**config.mk**
```make
export PLATFORM = sky130hd
export DESIGN_NAME = opmode_ctrl
export DESIGN_NICKNAME = d
export VERILOG_FILES = /design/src/rtl/opmode_pkg.sv /design/src/rtl/region_decode.sv /design/src/rtl/opmode_ctrl.sv
export SDC_FILE = /design/constraint.sdc
export NUM_CORES = 1
export LEC_CHECK = 0
export BUFFER_PORTS_ARGS = -buffer_cell sky130_fd_sc_hd__buf_2
export CAP_MARGIN = 20
export CELL_PAD_IN_SITES_DETAIL_PLACEMENT = 0
export CELL_PAD_IN_SITES_GLOBAL_PLACEMENT = 1
export CORE_UTILIZATION = 25
export DETAILED_ROUTE_END_ITERATION = 7
export PLACE_DENSITY_LB_ADDON = 0.1
export RECOVER_POWER = 50
export SYNTH_ARGS = -nofsm -noshare
export SYNTH_HDL_FRONTEND = slang
export SYNTH_SLANG_ARGS = --single-unit
```
**constraint.sdc**
```tcl
create_clock -name mclk -period 1.9 [get_ports mclk]
set_clock_uncertainty 0.1 [all_clocks]
set_input_delay 0.095 -clock mclk [delete_from_list [all_inputs] [get_ports mclk]]
set_output_delay 0.095 -clock mclk [all_outputs]
set_load 0.01 [all_outputs]
```
**src/rtl/opmode_pkg.sv**
```systemverilog
// Constants for operating mode selection and address decode
package opmode_pkg;

    // Operating modes, one-hot
    typedef enum logic [5:0] {
        MODE_SINGLE    = 6'h01,
        MODE_BOOT_SCI  = 6'h02,
        MODE_BOOT_USB  = 6'h04,
        MODE_USER_BOOT = 6'h08,
        MODE_EXT_NOROM = 6'h10,
        MODE_EXT_ROM   = 6'h20
    } mode_type;

    // Write protect control bit positions
    localparam int CLK_UNLOCK_BIT  = 0;
    localparam int MODE_UNLOCK_BIT = 1;

    // System control zero reset values
    localparam logic ROM_ENABLE_RST = 1'b1;
    localparam logic EXT_BUS_RST    = 1'b0;

    // Address map
    localparam logic [31:0] RAM_BASE      = 32'h0000_0000;
    localparam logic [31:0] RAM_LAST      = 32'h0007_FFFF;
    localparam logic [31:0] PERIA_BASE    = 32'h0008_0000;
    localparam logic [31:0] PERIA_LAST    = 32'h000A_3FFF;
    localparam logic [31:0] PERIB_BASE    = 32'h000A_6000;
    localparam logic [31:0] PERIB_LAST    = 32'h000F_FFFF;
    localparam logic [31:0] FLASHREG_BASE = 32'h007F_E000;
    localparam logic [31:0] FLASHREG_LAST = 32'h007F_FFFF;
    localparam logic [31:0] EXTLO_BASE    = 32'h0100_0000;
    localparam logic [31:0] EXTLO_LAST    = 32'h0FFF_FFFF;
    localparam logic [31:0] SDRAM_BASE    = 32'h0800_0000;
    localparam logic [31:0] EXTHI_BASE    = 32'hFF00_0000;
    localparam logic [31:0] EXTHI_LAST    = 32'hFFFF_FFFF;
    localparam logic [31:0] ROM_BASE      = 32'hFFC0_0000;

    // Chip-select regions: 16 MB each, eight of them
    localparam int CS_COUNT   = 8;
    localparam int CS_SHIFT   = 24;

    // Clock sources
    localparam logic [1:0] CLKSRC_LOW_OSC  = 2'h0;
    localparam logic [1:0] CLKSRC_HIGH_OSC = 2'h1;
    localparam logic [1:0] CLKSRC_MAIN_OSC = 2'h2;
    localparam logic [1:0] CLKSRC_PLL      = 2'h3;

endpackage : opmode_pkg

```
**src/rtl/region_decode.sv**
```systemverilog
// Combinational address decoder for the device address map
`timescale 1ns/1ps
`default_nettype none
module region_decode
    import opmode_pkg::*;
(
    // Address and mode
    input  wire logic [31:0] addr,
    input  wire logic        romOn,
    input  wire logic        extOn,
    // Region selects
    output logic             selRam,
    output logic             selPeri,
    output logic             selFlashReg,
    output logic             selRom,
    output logic [7:0]       selCs,
    output logic             selSdram
);
    function automatic logic inRange(input logic [31:0] a, input logic [31:0] lo,
                                     input logic [31:0] hi);
        return (a >= lo) && (a <= hi);
    endfunction : inRange

    logic hiSpace;
    logic loExt;

    always_comb begin
        hiSpace     = inRange(addr, EXTHI_BASE, EXTHI_LAST);
        loExt       = inRange(addr, EXTLO_BASE, EXTLO_LAST);
        selRam      = inRange(addr, RAM_BASE, RAM_LAST);
        selPeri     = inRange(addr, PERIA_BASE, PERIA_LAST)
                      || inRange(addr, PERIB_BASE, PERIB_LAST);
        selFlashReg = inRange(addr, FLASHREG_BASE, FLASHREG_LAST);
        selRom      = romOn && inRange(addr, ROM_BASE, EXTHI_LAST);
        selCs       = 8'h00;
        selSdram    = 1'b0;
        if (extOn) begin
            if (loExt && addr >= SDRAM_BASE) begin
                selSdram = 1'b1;
            end else if (loExt) begin
                // Region seven sits lowest; region zero lives in the top space
                selCs[3'(4'h8 - {1'b0, addr[26:24]})] = 1'b1;
            end else if (hiSpace && !romOn) begin
                // region zero only when ROM off
                selCs[0] = 1'b1;
            end
        end
    end
endmodule : region_decode
`default_nettype wire

```
**src/rtl/opmode_ctrl.sv**
```systemverilog
// Operating mode selection, write protection and address decode
`timescale 1ns/1ps
`default_nettype none
module opmode_ctrl
    import opmode_pkg::*;
(
    // Clock and reset
    input  wire logic        mclk,
    input  wire logic        reset_n,
    // Mode pins
    input  wire logic        modeSelectPin,
    input  wire logic        userBootPin,
    // Write protect control
    input  wire logic        protWrite,
    input  wire logic [1:0]  protData,
    // System control zero write
    input  wire logic        sysWrite,
    input  wire logic        romEnableIn,
    input  wire logic        extBusEnableIn,
    // Clock control write
    input  wire logic        clkWrite,
    input  wire logic [1:0]  clkSrcIn,
    input  wire logic [3:0]  oscRunIn,
    // Address from bus masters
    input  wire logic [31:0] busAddr,
    // Status
    output logic [1:0]       writeProtectControl,
    output logic             onchipRomEnable,
    output logic             externalBusEnable,
    output mode_type         opMode,
    output logic             pinsModeSelect,
    output logic             pinsUserBoot,
    output logic [1:0]       clkSrc,
    output logic [3:0]       oscRun,
    // Region selects
    output logic             selRam,
    output logic             selPeri,
    output logic             selFlashReg,
    output logic             selRom,
    output logic [7:0]       selCs,
    output logic             selSdram
);
    typedef struct packed {
        logic       modeMeta;
        logic       bootMeta;
        logic       modeSync;
        logic       bootSync;
        logic       inReset;
        logic       modeCap;
        logic       bootCap;
        logic [1:0] prot;
        logic       romEn;
        logic       extEn;
        logic [1:0] clkSrc;
        logic [3:0] oscRun;
    } state_type;

    state_type st_r;
    state_type st_nxt;
    logic      romOn;
    logic      extOn;

    always_comb begin
        st_nxt        = st_r;
        st_nxt.modeMeta = modeSelectPin;
        st_nxt.bootMeta = userBootPin;
        st_nxt.modeSync = st_r.modeMeta;
        st_nxt.bootSync = st_r.bootMeta;
        st_nxt.inReset  = 1'b0;
        if (st_r.inReset) begin
            st_nxt.modeCap = st_r.modeSync;
            st_nxt.bootCap = st_r.bootSync;
        end
        if (protWrite) begin
            st_nxt.prot = protData;
        end
        if (sysWrite && st_r.prot[MODE_UNLOCK_BIT]) begin
            st_nxt.romEn = st_r.romEn && romEnableIn;
            st_nxt.extEn = extBusEnableIn;
        end
        if (clkWrite && (st_r.prot[CLK_UNLOCK_BIT] || st_r.prot[MODE_UNLOCK_BIT])) begin
            st_nxt.clkSrc = clkSrcIn;
            st_nxt.oscRun = oscRunIn;
        end
        if (!reset_n) begin
            st_nxt         = '0;
            st_nxt.inReset = 1'b1;
            st_nxt.modeMeta = modeSelectPin;
            st_nxt.bootMeta = userBootPin;
            st_nxt.modeSync = st_r.modeMeta;
            st_nxt.bootSync = st_r.bootMeta;
            st_nxt.romEn   = ROM_ENABLE_RST;
            st_nxt.extEn   = EXT_BUS_RST;
            st_nxt.clkSrc  = CLKSRC_LOW_OSC;
            st_nxt.oscRun  = 4'h1;
        end
    end

    always_ff @(posedge mclk) begin
        st_r <= st_nxt;
    end

    // Mode resolution
    always_comb begin
        if (st_r.extEn) begin
            opMode = st_r.romEn ? MODE_EXT_ROM : MODE_EXT_NOROM;
        end else if (st_r.modeCap) begin
            opMode = MODE_SINGLE;
        end else if (!st_r.bootCap) begin
            opMode = MODE_BOOT_SCI;
        end else begin
            opMode = MODE_USER_BOOT;
        end
    end

    assign extOn = st_r.extEn;
    assign romOn = st_r.romEn || !st_r.extEn;

    assign writeProtectControl = st_r.prot;
    assign onchipRomEnable     = st_r.romEn;
    assign externalBusEnable   = st_r.extEn;
    assign pinsModeSelect      = st_r.modeCap;
    assign pinsUserBoot        = st_r.bootCap;
    assign clkSrc              = st_r.clkSrc;
    assign oscRun              = st_r.oscRun;

    region_decode u_decode (
        .addr        (busAddr),
        .romOn       (romOn),
        .extOn       (extOn),
        .selRam      (selRam),
        .selPeri     (selPeri),
        .selFlashReg (selFlashReg),
        .selRom      (selRom),
        .selCs       (selCs),
        .selSdram    (selSdram)
    );
endmodule : opmode_ctrl
`default_nettype wire

```
==> summary.txt <==
Timing
  • RSZ-0062 raised after global routing: no
  • Final hold violation count: 0
  • Max-slew violation count: 0
  • Setup TNS: 0 ns
  • Finish-stage setup viols: 0
  • Fin crit share: a little over nine tenths
  • Minimum clock period: roughly 1.8 ns
  • Fmax achieved: ~560 MHz

Global routing
  • M3 GR Usage: under 10%
  • Initial antenna violation count: 0
  • Grt met2 use: 23.3%
  • Largest net degree at the start of global routing: 12
  • GRT Residual Overflow: 0
  • Total GRT Usage: around an eighth
  • Met1 Resource Use GR: roughly 14%
  • First-pass GRT wire length: roughly 4100 microns
  • Grt peak-use layer: met2
  • Vias in the first global route: roughly 980

Power and ir drop
  • Lkg Pwr: 0.731 nW
  • Sequential Power Share: 46.8%
  • Clock network fraction of total power: about a third
  • NetSw: about 0.21 mW
  • Logic pwr share: around a fifth
  • Final total power: a little over 0.8 mW
  • Pint: 0.614 mW
  • Sw Share: about a quarter
  • Pwr dens: roughly 550 nW/um^2
  • Peak VDD IR: roughly 0.68 mV

Route
  • Post-DR wirelength/cell: approximately 10 microns
  • # DRC: 0
  • DR vias/cell: 4.41
  • Starting DRC count in detailed routing: 19
  • ANT nets after route: 0
  • Final wirelength: about 2500 microns
  • Vias: about 1100
  • Initial DRT Pass Iterations: 4

Clocking
  • CTS Buf Count: 3
  • Max H-tree Level: 1
  • Max clock buf depth: 2
  • CTS Root Buffer Type: clkbuf_8
  • Post-CTS setup buffer count: 0
  • Worst-path clk slew: approximately 0.060 ns
  • Num Clock Sinks: 17
  • CTS tree: done
  • Worst skew pair latency: ~0.25 ns

Floorplan
  • Die width: 63.8 microns
  • Die Ht: 63.8 microns
  • I/O Pins: 80
  • Die ar.: slightly above 4000 sq um
  • Total core area: 3660 sq um
  • Std-Cell Rows: 22
  • Initial core utilization: between 20% and 30%

Logic synthesis
  • EDFF count, synth: 0
  • Synth warnings: 0
  • Ys flop type: dfxtp_1
  • Ys async rst share: 0%
  • Synthesized area: about 950 sq um
  • Syn avg cell area: between 8 and 9 sq um
  • Net count after synthesis: about 160
  • Post-synthesis sequential area ratio: a little over a third
  • Top post-synthesis cells by area: dfxtp_1 (36%), mux2i_1 (10%), buf_4 (7.1%), nor2_1 (5.1%), ha_1 (3.9%)
  • Post-synthesis cell type count: 32
  • Mapped Cells: roughly 110
  • Synth area leader: dfxtp_1
  • Synthesis-stage register bit count: 17
  • Post-synth top area share: a little over a third

Cells and area
  • Commonest non-fill, non-tap cell in the layout: buf_2
  • Fraction of layout cells with a size suffix above 1: roughly two fifths
  • Most frequent cells in the layout: buf_2 (66), dfxtp_1 (17), nor2_1 (13), dlygate4sd3_1 (13), clkbuf_1 (12)
  • Finished Layout Cells: about 250
  • ANT cells: 0
  • Area grow syn2layout: 58.6%
  • Layout fillers: roughly 370
  • Nets: around 250

Setup path
  • Max incr delay on CP: around 0.38 ns
  • Slowest CP cell: or3_1
  • Critical Path AT: approximately 1.6 ns
  • CP Max Fanout: 4
  • CP cell instances: buf_2 -> or3_1 -> or2_1 -> o31a_1 -> nor4_2 -> buf_2
  • Critical path required time: about 1.7 ns
  • Critical path type: in2out
  • Crit end category: output pin
  • CP most frequent cell: buf_2
  • Startpoint Class: primary input

Status
  • Status: completed

Place
  • Placed instance count: about 230
  • Detail Placement HPWL: 2070 microns
  • Number of port buffers: 78
  • Routability cong.: ~0.81

Flow run
  • # Max-Cap Violations: 0

Hold path
  • Hold Crit Class: in2reg
registers in the layout, indices dropped and copies added, names as in the netlist:
name                 cells
st_r                     5
pinsModeSelect           1
onchipRomEnable          1
externalBusEnable        1
writeProtectControl      2
oscRun                   4
pinsUserBoot             1
clkSrc                   2
power groups by stage:
stage               clock network (mW)  logic (mW)  registers (mW)
floorplan                            0      0.0804           0.393
CTS                              0.277       0.178           0.386
detailed placement                   0       0.156           0.394
global placement                     0       0.155           0.393
global route                     0.291       0.194           0.388
finish                           0.265       0.174           0.386
area by class of cell:
class | count | area, sq um | share of cell area (%)
Clock inverter | 1 | 7.51 | 0.496
Multi-Input combinational cell | 80 | 529 | 35.0
Inverter | 4 | 15.0 | 0.992
Clock buffer | 3 | 41.3 | 2.73
Sequential cell | 17 | 340 | 22.5
Tap cell | 48 | 60.1 | 3.97
Timing Repair Buffer | 93 | 520 | 34.4
per-layer routing:
layer,part of all wire (%),wire length [microns]
met1,44,1100
met2,48,1220
met3,8.2,206
met4,0,0
met5,0,0
final timing paths:
| path | depth (start not counted) | endpoint | slack, ns | startpoint |
|---|---|---|---|---|
| worst min-delay path | 3 | externalBusEnable | 0.03 | sysWrite |
| worst max-delay path | 6 | selCs[1] | 0.11 | busAddr[22] |
| worst min register to register | 0 | st_r[14] | 0.23 | st_r[16] |
| worst max register to register | 5 | oscRun[0] | 0.20 | writeProtectControl[1] |
cell usage after synthesis (2+ instances only):
cell	n
dfxtp_1	17
nor2_1	13
mux2i_1	10
nand2_1	10
buf_4	9
nor3_1	7
nor4_1	6
inv_1	4
nand3_1	4
nand4_1	4
ha_1	3
clkbuf_1	2
nand4b_1	2
nor2b_1	2
nor3b_1	2
per-stage QoR:
step	area, sq um	util (%)	hold slack [ns]	setup WS, ns
6_report	1510	41.4	0.0273	0.109
3_5_place_dp	1350	36.7	0.0986	0.116
3_3_place_gp	1350	36.7	0.0990	0.124
4_1_cts	1520	41.6	0.0249	0.109
5_1_grt	1510	41.4	0.0340	0.0276
2_1_floorplan	955	-	0.0227	0.329
what timing repair did:
action / in CTS / in global routing
resized for setup: 0 / 1
endpoints found under the setup margin: 0 / 1
hold buffers: 13 / 0
hold endpoints to repair: 12 / 0
worst max-delay path: cells and delay by family:
family / cells / cell delay, ns
and+or+nand+nor: 3 / 0.87
AOI/OAI and AO/OA: 1 / 0.35
buffers and inverters: 2 / 0.29
cells by family after synthesis:
logic type	Yosys count	share of synthesized area, %
adder cells (fa/ha/maj)	3	3.93
other	1	0.393
XOR/XNOR	2	1.84
AO/OA/AOI/OAI	6	4.19
AND/OR/NAND/NOR	58	34.1
multiplexers	10	10.5
buffers and inverters	15	9.44
flip-flops	17	35.6
No activity file was read; power rests on OpenSTA's default activity.
